`src/design/pcerr_pkg.sv`:
```
/*
  Constants for the error reporting register bank: offsets, field positions,
  writable and implemented bit sets and reset values.
  Assumes configuration accesses carry a 12-bit byte address of an aligned word.
*/
package pcerr_pkg;

  // ==========================================================================
  // Types
  typedef logic [31:0] pcerr_word_t;
  typedef logic [11:0] pcerr_addr_t;

  // ==========================================================================
  // Register offsets
  localparam pcerr_addr_t PCERR_UNC_MASK_OFS = 12'h108;
  localparam pcerr_addr_t PCERR_UNC_SEV_OFS = 12'h10C;
  localparam pcerr_addr_t PCERR_COR_STAT_OFS = 12'h110;

  // ==========================================================================
  // Uncorrectable field positions
  localparam int unsigned PCERR_UNC_UNSUP_REQ_BIT = 20;
  localparam int unsigned PCERR_UNC_E2E_CRC_BIT = 19;
  localparam int unsigned PCERR_UNC_MALFORMED_BIT = 18;
  localparam int unsigned PCERR_UNC_CREDIT_OVR_BIT = 17;
  localparam int unsigned PCERR_UNC_UNEXP_CPL_BIT = 16;
  localparam int unsigned PCERR_UNC_CPL_ABORT_BIT = 15;
  localparam int unsigned PCERR_UNC_CPL_TIMEOUT_BIT = 14;
  localparam int unsigned PCERR_UNC_FLOW_CREDIT_BIT = 13;
  localparam int unsigned PCERR_UNC_POISONED_BIT = 12;
  localparam int unsigned PCERR_UNC_SURPRISE_DOWN_BIT = 5;
  localparam int unsigned PCERR_UNC_LINK_PROTO_BIT = 4;
  localparam int unsigned PCERR_UNC_UNDEF_BIT = 0;
  localparam logic PCERR_UNC_UNDEF_VALUE = 1'b0;

  // ==========================================================================
  // Correctable field positions
  localparam int unsigned PCERR_COR_ADVISORY_BIT = 13;
  localparam int unsigned PCERR_COR_RETX_TIMER_BIT = 12;
  localparam int unsigned PCERR_COR_RETX_ROLL_BIT = 8;
  localparam int unsigned PCERR_COR_LINK_PKT_BIT = 7;
  localparam int unsigned PCERR_COR_TRANS_PKT_BIT = 6;
  localparam int unsigned PCERR_COR_SYMBOL_BIT = 0;

  // ==========================================================================
  // Writable and implemented bits, reset values
  localparam pcerr_word_t PCERR_UNC_WRITABLE = 32'h001FF030;
  localparam pcerr_word_t PCERR_COR_IMPLEMENTED = 32'h000031C1;
  localparam pcerr_word_t PCERR_UNC_MASK_RESET = 32'h00000000;
  localparam pcerr_word_t PCERR_UNC_SEV_RESET = 32'h00032030;
  localparam pcerr_word_t PCERR_COR_STAT_RESET = 32'h00000000;
  localparam pcerr_word_t PCERR_UNMAPPED_READ = 32'h00000000;

endpackage

```
`src/design/pcerr_sticky_if.sv`:
```
/*
  Carrier between the register front end and the sticky status bank.
  Assumes one clock domain; set and clear are one-cycle strobes.
*/
`timescale 1ns/1ns
interface pcerr_sticky_if;
  import pcerr_pkg::*;
  pcerr_word_t set_bits;
  pcerr_word_t clear_bits;
  pcerr_word_t status;

  // ==========================================================================
  // Views
  modport bank (input set_bits, input clear_bits, output status);
  modport ctrl (output set_bits, output clear_bits, input status);
endinterface

```
`src/design/pcerr_error_regs.sv`:
```
/*
  Error reporting register bank: uncorrectable mask and severity registers,
  correctable status register, and the upstream message choice.
  Assumes configuration accesses and error detectors run on ref_clk.
//
// How it works
// - mask bits 18 to 12 writable, one masks
// - mask bit 13 hides flow credit errors
// - mask bit 5 hides surprise down
// - mask bit 4 hides link protocol errors
// - reserved mask and severity bits read zero
// - bit 0 reads a fixed constant
// - severity one means fatal, zero nonfatal
// - severity bits 20:12, 5, 4 choose message
// - severity reset value 00032030 hex
// - status bits cleared only by writing one
// - retransmit timer expiry sets bit 12
// - retransmit count rollover sets bit 8
// - symbol error in link packet sets 7
// - symbol error in transaction packet sets 6
// - any symbol error sets bit 0
// - advisory nonfatal flag at bit 13
// - reserved status bits read zero
// - status register resets to zero
// - masked errors log nothing, send nothing
// - mask bits 20 and 19 writable
*/
`timescale 1ns/1ns
module pcerr_error_regs
  import pcerr_pkg::*;
(
  input wire logic ref_clk,
  input wire logic reset_n,
  input wire logic cfg_rd,
  input wire logic cfg_wr,
  input wire pcerr_pkg::pcerr_addr_t cfg_addr,
  input wire logic [3:0] cfg_byte_en,
  input wire pcerr_pkg::pcerr_word_t cfg_wr_data,
  output pcerr_pkg::pcerr_word_t cfg_rd_data,
  output logic cfg_done,
  input wire pcerr_pkg::pcerr_word_t unc_event,
  input wire logic symbol_error,
  input wire logic rx_in_link_packet,
  input wire logic rx_in_transaction_packet,
  input wire logic retransmit_timeout,
  input wire logic retransmit_rollover,
  input wire logic unacked_pending,
  input wire logic advisory_nonfatal_event,
  output logic err_fatal_send,
  output logic err_nonfatal_send,
  output pcerr_pkg::pcerr_word_t unc_logged,
  output pcerr_pkg::pcerr_word_t unc_detected,
  output pcerr_pkg::pcerr_word_t cor_status
);
  import pcerr_pkg::*;

  // ==========================================================================
  // Declarations
  pcerr_word_t unc_mask;
  pcerr_word_t unc_sev;
  pcerr_word_t byte_mask;
  pcerr_word_t write_mask;
  pcerr_word_t next_unc_mask;
  pcerr_word_t next_unc_sev;
  pcerr_word_t next_rd_data;
  pcerr_word_t cor_set;
  pcerr_word_t cor_clear;
  pcerr_word_t reported;
  pcerr_word_t hide_vec;
  pcerr_word_t fatal_vec;
  logic hit_mask;
  logic hit_sev;
  logic hit_cor;
  logic pick_fatal;
  logic pick_nonfatal;
  logic unsupported_request_hide;
  logic end_to_end_crc_hide;
  logic malformed_packet_hide;
  logic receive_credit_overrun_hide;
  logic unexpected_completion_hide;
  logic completer_abort_hide;
  logic completion_timeout_hide;
  logic flow_credit_error_hide;
  logic poisoned_packet_hide;
  logic surprise_down_hide;
  logic link_protocol_error_hide;
  logic unsupported_request_fatal;
  logic end_to_end_crc_fatal;
  logic malformed_packet_fatal;
  logic receive_credit_overrun_fatal;
  logic unexpected_completion_fatal;
  logic completer_abort_fatal;
  logic completion_timeout_fatal;
  logic flow_credit_error_fatal;
  logic poisoned_packet_fatal;
  logic surprise_down_fatal;
  logic link_protocol_error_fatal;
  logic advisory_nonfatal_flag;
  logic retransmit_timer_expired;
  logic corrupt_link_packet;
  logic corrupt_transaction_packet;

  pcerr_sticky_if cor_if ();

  // ==========================================================================
  // Address decode
  always_comb begin
    hit_mask = (cfg_addr == PCERR_UNC_MASK_OFS);
    hit_sev = (cfg_addr == PCERR_UNC_SEV_OFS);
    hit_cor = (cfg_addr == PCERR_COR_STAT_OFS);
  end

  // ==========================================================================
  // Byte lane expansion
  genvar lane;
  generate
    for (lane = 0; lane < 4; lane++) begin : g_lane
      assign byte_mask[lane*8 +: 8] = {8{cfg_byte_en[lane]}};
    end
  endgenerate

  always_comb begin
    write_mask = byte_mask & PCERR_UNC_WRITABLE;
    next_unc_mask = (unc_mask & ~write_mask) | (cfg_wr_data & write_mask);
    next_unc_sev = (unc_sev & ~write_mask) | (cfg_wr_data & write_mask);
  end

  // ==========================================================================
  // Uncorrectable mask register
  always_ff @(posedge ref_clk) begin
    if (!reset_n) begin
      unc_mask <= PCERR_UNC_MASK_RESET;
    end else if (cfg_wr && hit_mask) begin
      unc_mask <= next_unc_mask;
    end
  end

  // ==========================================================================
  // Uncorrectable severity register
  always_ff @(posedge ref_clk) begin
    if (!reset_n) begin
      unc_sev <= PCERR_UNC_SEV_RESET;
    end else if (cfg_wr && hit_sev) begin
      unc_sev <= next_unc_sev;
    end
  end

  // ==========================================================================
  // Named fields
  always_comb begin
    unsupported_request_hide = unc_mask[PCERR_UNC_UNSUP_REQ_BIT];
    end_to_end_crc_hide = unc_mask[PCERR_UNC_E2E_CRC_BIT];
    malformed_packet_hide = unc_mask[PCERR_UNC_MALFORMED_BIT];
    receive_credit_overrun_hide = unc_mask[PCERR_UNC_CREDIT_OVR_BIT];
    unexpected_completion_hide = unc_mask[PCERR_UNC_UNEXP_CPL_BIT];
    completer_abort_hide = unc_mask[PCERR_UNC_CPL_ABORT_BIT];
    completion_timeout_hide = unc_mask[PCERR_UNC_CPL_TIMEOUT_BIT];
    flow_credit_error_hide = unc_mask[PCERR_UNC_FLOW_CREDIT_BIT];
    poisoned_packet_hide = unc_mask[PCERR_UNC_POISONED_BIT];
    surprise_down_hide = unc_mask[PCERR_UNC_SURPRISE_DOWN_BIT];
    link_protocol_error_hide = unc_mask[PCERR_UNC_LINK_PROTO_BIT];
    unsupported_request_fatal = unc_sev[PCERR_UNC_UNSUP_REQ_BIT];
    end_to_end_crc_fatal = unc_sev[PCERR_UNC_E2E_CRC_BIT];
    malformed_packet_fatal = unc_sev[PCERR_UNC_MALFORMED_BIT];
    receive_credit_overrun_fatal = unc_sev[PCERR_UNC_CREDIT_OVR_BIT];
    unexpected_completion_fatal = unc_sev[PCERR_UNC_UNEXP_CPL_BIT];
    completer_abort_fatal = unc_sev[PCERR_UNC_CPL_ABORT_BIT];
    completion_timeout_fatal = unc_sev[PCERR_UNC_CPL_TIMEOUT_BIT];
    flow_credit_error_fatal = unc_sev[PCERR_UNC_FLOW_CREDIT_BIT];
    poisoned_packet_fatal = unc_sev[PCERR_UNC_POISONED_BIT];
    surprise_down_fatal = unc_sev[PCERR_UNC_SURPRISE_DOWN_BIT];
    link_protocol_error_fatal = unc_sev[PCERR_UNC_LINK_PROTO_BIT];
  end

  // ==========================================================================
  // Field vectors for the message choice
  always_comb begin
    hide_vec = '0;
    hide_vec[PCERR_UNC_UNSUP_REQ_BIT] = unsupported_request_hide;
    hide_vec[PCERR_UNC_E2E_CRC_BIT] = end_to_end_crc_hide;
    hide_vec[PCERR_UNC_MALFORMED_BIT] = malformed_packet_hide;
    hide_vec[PCERR_UNC_CREDIT_OVR_BIT] = receive_credit_overrun_hide;
    hide_vec[PCERR_UNC_UNEXP_CPL_BIT] = unexpected_completion_hide;
    hide_vec[PCERR_UNC_CPL_ABORT_BIT] = completer_abort_hide;
    hide_vec[PCERR_UNC_CPL_TIMEOUT_BIT] = completion_timeout_hide;
    hide_vec[PCERR_UNC_FLOW_CREDIT_BIT] = flow_credit_error_hide;
    hide_vec[PCERR_UNC_POISONED_BIT] = poisoned_packet_hide;
    hide_vec[PCERR_UNC_SURPRISE_DOWN_BIT] = surprise_down_hide;
    hide_vec[PCERR_UNC_LINK_PROTO_BIT] = link_protocol_error_hide;
    fatal_vec = '0;
    fatal_vec[PCERR_UNC_UNSUP_REQ_BIT] = unsupported_request_fatal;
    fatal_vec[PCERR_UNC_E2E_CRC_BIT] = end_to_end_crc_fatal;
    fatal_vec[PCERR_UNC_MALFORMED_BIT] = malformed_packet_fatal;
    fatal_vec[PCERR_UNC_CREDIT_OVR_BIT] = receive_credit_overrun_fatal;
    fatal_vec[PCERR_UNC_UNEXP_CPL_BIT] = unexpected_completion_fatal;
    fatal_vec[PCERR_UNC_CPL_ABORT_BIT] = completer_abort_fatal;
    fatal_vec[PCERR_UNC_CPL_TIMEOUT_BIT] = completion_timeout_fatal;
    fatal_vec[PCERR_UNC_FLOW_CREDIT_BIT] = flow_credit_error_fatal;
    fatal_vec[PCERR_UNC_POISONED_BIT] = poisoned_packet_fatal;
    fatal_vec[PCERR_UNC_SURPRISE_DOWN_BIT] = surprise_down_fatal;
    fatal_vec[PCERR_UNC_LINK_PROTO_BIT] = link_protocol_error_fatal;
  end

  // ==========================================================================
  // Correctable event sources
  always_comb begin
    retransmit_timer_expired = retransmit_timeout & unacked_pending;
    corrupt_link_packet = symbol_error & rx_in_link_packet;
    corrupt_transaction_packet = symbol_error & rx_in_transaction_packet;
    advisory_nonfatal_flag = cor_if.status[PCERR_COR_ADVISORY_BIT];
    cor_set = PCERR_COR_STAT_RESET;
    cor_set[PCERR_COR_RETX_TIMER_BIT] = retransmit_timer_expired;
    cor_set[PCERR_COR_RETX_ROLL_BIT] = retransmit_rollover & unacked_pending;
    cor_set[PCERR_COR_LINK_PKT_BIT] = corrupt_link_packet;
    cor_set[PCERR_COR_TRANS_PKT_BIT] = corrupt_transaction_packet;
    cor_set[PCERR_COR_SYMBOL_BIT] = symbol_error;
    cor_set[PCERR_COR_ADVISORY_BIT] = advisory_nonfatal_event;
    cor_clear = (cfg_wr && hit_cor) ? (cfg_wr_data & byte_mask) : PCERR_COR_STAT_RESET;
  end

  assign cor_if.set_bits = cor_set;
  assign cor_if.clear_bits = cor_clear;

  pcerr_sticky_bank #(
    .IMPLEMENTED(PCERR_COR_IMPLEMENTED),
    .RESET_VALUE(PCERR_COR_STAT_RESET)
  ) u_cor_bank (
    .ref_clk(ref_clk),
    .reset_n(reset_n),
    .sb(cor_if.bank)
  );

  // ==========================================================================
  // Uncorrectable message choice
  pcerr_msg_select u_msg (
    .events(unc_event),
    .hide(hide_vec),
    .fatal(fatal_vec),
    .reported(reported),
    .send_fatal(pick_fatal),
    .send_nonfatal(pick_nonfatal)
  );

  always_ff @(posedge ref_clk) begin
    if (!reset_n) begin
      err_fatal_send <= 1'b0;
      err_nonfatal_send <= 1'b0;
    end else begin
      err_fatal_send <= pick_fatal;
      err_nonfatal_send <= pick_nonfatal;
    end
  end

  // ==========================================================================
  // Detection and logging strobes
  always_ff @(posedge ref_clk) begin
    if (!reset_n) begin
      unc_detected <= PCERR_UNC_MASK_RESET;
      unc_logged <= PCERR_UNC_MASK_RESET;
    end else begin
      unc_detected <= unc_event & PCERR_UNC_WRITABLE;
      unc_logged <= reported;
    end
  end

  // ==========================================================================
  // Read data
  always_comb begin
    next_rd_data = PCERR_UNMAPPED_READ;
    if (hit_mask) begin
      next_rd_data = unc_mask & PCERR_UNC_WRITABLE;
      next_rd_data[PCERR_UNC_UNDEF_BIT] = PCERR_UNC_UNDEF_VALUE;
    end else if (hit_sev) begin
      next_rd_data = unc_sev & PCERR_UNC_WRITABLE;
      next_rd_data[PCERR_UNC_UNDEF_BIT] = PCERR_UNC_UNDEF_VALUE;
    end else if (hit_cor) begin
      next_rd_data = cor_if.status & PCERR_COR_IMPLEMENTED;
      next_rd_data[PCERR_COR_ADVISORY_BIT] = advisory_nonfatal_flag;
    end
  end

  always_ff @(posedge ref_clk) begin
    if (!reset_n) begin
      cfg_rd_data <= PCERR_UNMAPPED_READ;
    end else if (cfg_rd) begin
      cfg_rd_data <= next_rd_data;
    end
  end

  always_ff @(posedge ref_clk) begin
    if (!reset_n) begin
      cfg_done <= 1'b0;
    end else begin
      cfg_done <= cfg_rd | cfg_wr;
    end
  end

  // ==========================================================================
  // Status copy for the outside
  always_ff @(posedge ref_clk) begin
    if (!reset_n) begin
      cor_status <= PCERR_COR_STAT_RESET;
    end else begin
      cor_status <= cor_if.status;
    end
  end

endmodule

```
`src/design/pcerr_msg_select.sv`:
```
/*
  Chooses the upstream message for uncorrectable error events.
  Assumes event, mask and severity vectors share the same bit layout.
*/
`timescale 1ns/1ns
module pcerr_msg_select
  import pcerr_pkg::*;
(
  input wire pcerr_pkg::pcerr_word_t events,
  input wire pcerr_pkg::pcerr_word_t hide,
  input wire pcerr_pkg::pcerr_word_t fatal,
  output pcerr_pkg::pcerr_word_t reported,
  output logic send_fatal,
  output logic send_nonfatal
);
  import pcerr_pkg::*;

  // ==========================================================================
  // Masked classes are not reported
  always_comb begin
    reported = events & ~hide & PCERR_UNC_WRITABLE;
    send_fatal = |(reported & fatal);
    send_nonfatal = |(reported & ~fatal);
  end
endmodule

```
`src/design/pcerr_sticky_bank.sv`:
```
/*
  Bank of sticky status bits cleared by writing one.
  Assumes set and clear masks are valid every cycle; unimplemented bits stay zero.
*/
`timescale 1ns/1ns
module pcerr_sticky_bank
  import pcerr_pkg::*;
#(
  parameter pcerr_word_t IMPLEMENTED = PCERR_COR_IMPLEMENTED,
  parameter pcerr_word_t RESET_VALUE = PCERR_COR_STAT_RESET
) (
  input wire logic ref_clk,
  input wire logic reset_n,
  pcerr_sticky_if.bank sb
);
  import pcerr_pkg::*;

  wire pcerr_word_t next_status;
  pcerr_word_t status_bits;

  // ==========================================================================
  // Next value per bit
  genvar i;
  generate
    for (i = 0; i < 32; i++) begin : g_bit
      if (IMPLEMENTED[i]) begin : g_impl
        assign next_status[i] = sb.set_bits[i] | (status_bits[i] & ~sb.clear_bits[i]);
      end else begin : g_rsvd
        assign next_status[i] = 1'b0;
      end
    end
  endgenerate

  // ==========================================================================
  // Status register
  always_ff @(posedge ref_clk) begin
    if (!reset_n) begin
      status_bits <= RESET_VALUE & IMPLEMENTED;
    end else begin
      status_bits <= next_status;
    end
  end

  assign sb.status = status_bits;
endmodule

```
`config.mk`:
```
export PLATFORM = sky130hd
export DESIGN_NAME = pcerr_error_regs
export DESIGN_NICKNAME = d
export VERILOG_FILES = /design/src/design/pcerr_pkg.sv /design/src/design/pcerr_sticky_if.sv /design/src/design/pcerr_error_regs.sv /design/src/design/pcerr_msg_select.sv /design/src/design/pcerr_sticky_bank.sv
export SDC_FILE = /design/constraint.sdc
export NUM_CORES = 1
export LEC_CHECK = 0
export BUFFER_PORTS_ARGS = -buffer_cell sky130_fd_sc_hd__buf_2
export CAP_MARGIN = 10
export CORE_MARGIN = 3
export CORE_UTILIZATION = 39
export DETAILED_ROUTE_END_ITERATION = 6
export HOLD_SLACK_MARGIN = 0.03
export PLACE_DENSITY = 0.77
export SLEW_MARGIN = 20
export SYNTH_ARGS = -nofsm -noshare
export SYNTH_HDL_FRONTEND = slang
export SYNTH_SLANG_ARGS = --single-unit
```
`constraint.sdc`:
```
create_clock -name ref_clk -period 1.6 [get_ports ref_clk]
set_input_delay 0.08 -clock ref_clk [delete_from_list [all_inputs] [get_ports ref_clk]]
set_output_delay 0.08 -clock ref_clk [all_outputs]
set_load 0.05 [all_outputs]
```
==> reports/results.txt <==
CTS Buf Count: 9
Post-route ant nets: 0
Die width: 101.9 um
Syn avg cell area: 9.029 um2
Total gr overflow: 0
Max Freq: 643.9 MHz
Max IR drop VDD: 456.8 uV
Number of synthesized register bits: 74
Insertion delay to the later sink of the worst-skew pair: 0.36 ns
Setup CP Type: primary input to register
Main synth FF type: dfxtp_1
IO Count: 222
Initial antenna violation count: 0
Vias in the first global route: 2,842
Sequential Power Share: 0.397
Crit path time final: 1.553 ns
Tot Pwr: 4.857 mW
Crit path arrival time: 1.85 ns
Root Buffer: clkbuf_8
Worst r2r path cells: 3
EDFF count, synth: 0
Core ar.: 8806 um2
Unrepaired setup endpoints after global routing: false
H-tree depth: 3
NumNets Final: 619
Setup TNS: 0 ns
CTS Sinks: 74
Deepest clock path buffer count: 2
Total track usage: 0.1656
Die area: 10,380 um2
Via count: 3,043
DP Cell Count: 597
Vias per inst: 4.747
Distinct cells, synth: 38
Cell Int Power: 3.341 mW
Worst Skew: 0.007550 ns
Critical Path Sink Type: register
Synthesized area: 3585 um2
Type of origin of the critical path: primary input
Final Cycle Share: 0.9707
Sw Ratio: 0.3122
Layout cells sized above 1: 0.2495
Final WL: 8876 um
Combinational power share: 0.207
Cells after synthesis: 397
Fin Hold WS: 0.03879 ns
Post-CTS setup buffer count: 0
Finished layout cell area: 4464 um2
Switch Pwr: 1.516 mW
Synth warn: 0
Most frequent cells in the layout: 97 x buf_2, 85 x conb_1, 74 x dfxtp_1
Diodes inserted: 0
GP Congestion: 0.8208
WP data required: 1.90 ns
Commonest non-fill, non-tap cell in the layout: buf_2
First-pass iteration count of the detailed router: 5
Final Hold Viols: 0
Largest net degree at the start of global routing: 32
Chip height: 101.9 um
Setup WS pre-CTS: -0.2200 ns
MaxCap Viol Count: 0
Placed Area: 3911 um2
Starting Density: 0.4071
IO buf count: 97
Power density cells: 1088 nW/um2
WL/cell: 13.85 um
Outcome: completed
Starting DRT DRC Count: 157
Hpwl dp: 6420 um
Clock share of power: 0.396
Seq/Total Area, Yosys: 0.4133
CTS tree: built
Util after Layout: 0.5070
First-pass GRT wire length: 13,480 um
Final non-filler cell total: 641
DRC viols: 0
# setup viols final: 0
Final worst slack: 0.04692 ns
Slew Viols, Final: 0
Min-Delay Path Class: primary input to register
Area grow syn2layout: 24.54%
Ys async rst share: 0
Hold path depth: 3
CP Max Fanout: 14
Cell row count: 34
Lkg Pwr: 1.968 nW
Worst-path clk slew: 0.07 ns
==> cell usage after synthesis (3+ instances only) <==
| cell type | n | area share |
|---|---|---|
| mux2i_1 | 13 | 0.036 |
| clkbuf_1 | 10 | 0.010 |
| nor3b_1 | 25 | 0.052 |
| and2_1 | 18 | 0.031 |
| buf_4 | 85 | 0.18 |
| nor2_1 | 5 | 0.0052 |
| nand4_1 | 9 | 0.016 |
| nand3_1 | 15 | 0.021 |
| a311oi_1 | 4 | 0.0098 |
| buf_6 | 3 | 0.0094 |
| nand2_1 | 43 | 0.045 |
| o21ai_0 | 20 | 0.028 |
| a31oi_1 | 12 | 0.021 |
| nor4_1 | 3 | 0.0052 |
| nand2b_1 | 4 | 0.0070 |
| a21oi_1 | 18 | 0.025 |
| nand3b_1 | 11 | 0.023 |
| dfxtp_1 | 74 | 0.41 |
==> cell families (layout without fill, tap and decap cells) <==
family          count (synthesis)  in the layout  synth area share
compound gates                 59             59           0.09389
flops                          74             74            0.4133
other cells                     1             85          0.001046
mux                            13             13           0.03630
buf+inv                       104            156            0.2098
simple gates                  146            146            0.2457
==> timing repair <==
item                                    4_1_cts  5_1_grt
hold buffers                                 28        0
endpoints found under the setup margin        0        1
resized for setup                             0        1
hold endpoints to repair                     47        0
==> metal layers <==
metal,up-vias,share of wire,track usage
li1,1465,-,-
met1,1381,0.40,0.1980
met2,186,0.48,0.2902
met3,11,0.10,0.03686
met4,0,0.014,0.06256
met5,-,0,0
==> final cells by class <==
| type | instances | area [um2] |
|---|---|---|
| clock buffers | 11 | 141.4 |
| well taps | 108 | 135.1 |
| repair buffers | 138 | 900.9 |
| clock inverters | 5 | 125.1 |
| fillers | 813 | 4342 |
| flip-flops and latches | 74 | 1481 |
| inverters | 2 | 7.507 |
| multi-input cells | 303 | 1673 |
==> power by group through the flow <==
stage	clock network [mW]	registers [mW]	logic (mW)
6_report	1.92	1.93	1.01
5_1_grt	2.00	1.93	1.06
4_1_cts	1.93	1.93	0.995
3_5_place_dp	0	1.97	0.943
3_3_place_gp	0	1.97	0.934
2_1_floorplan	0	2.16	0.735
==> critical path, cell delays in order <==
cell and delay, ns:
buf_2 0.10, nor4b_1 0.30, buf_4 0.19, and4_1 0.24
buf_12 0.15, nand4_1 0.11, dlygate4sd3_1 0.59, nand3_1 0.08
==> final timing paths <==
| path | from | end | slack [ns] |
|---|---|---|---|
| setup reg to reg | register | err_nonfatal_send | 0.42 |
| setup / recovery | cfg_addr[9] | register | 0.05 |
| hold / removal | advisory_nonfatal_event | u_cor_bank.sb.status[13] | 0.04 |
| hold reg to reg | cfg_rd_data[7] | cfg_rd_data[7] | 0.47 |
Note: power is estimated with default switching activity, not from simulation.
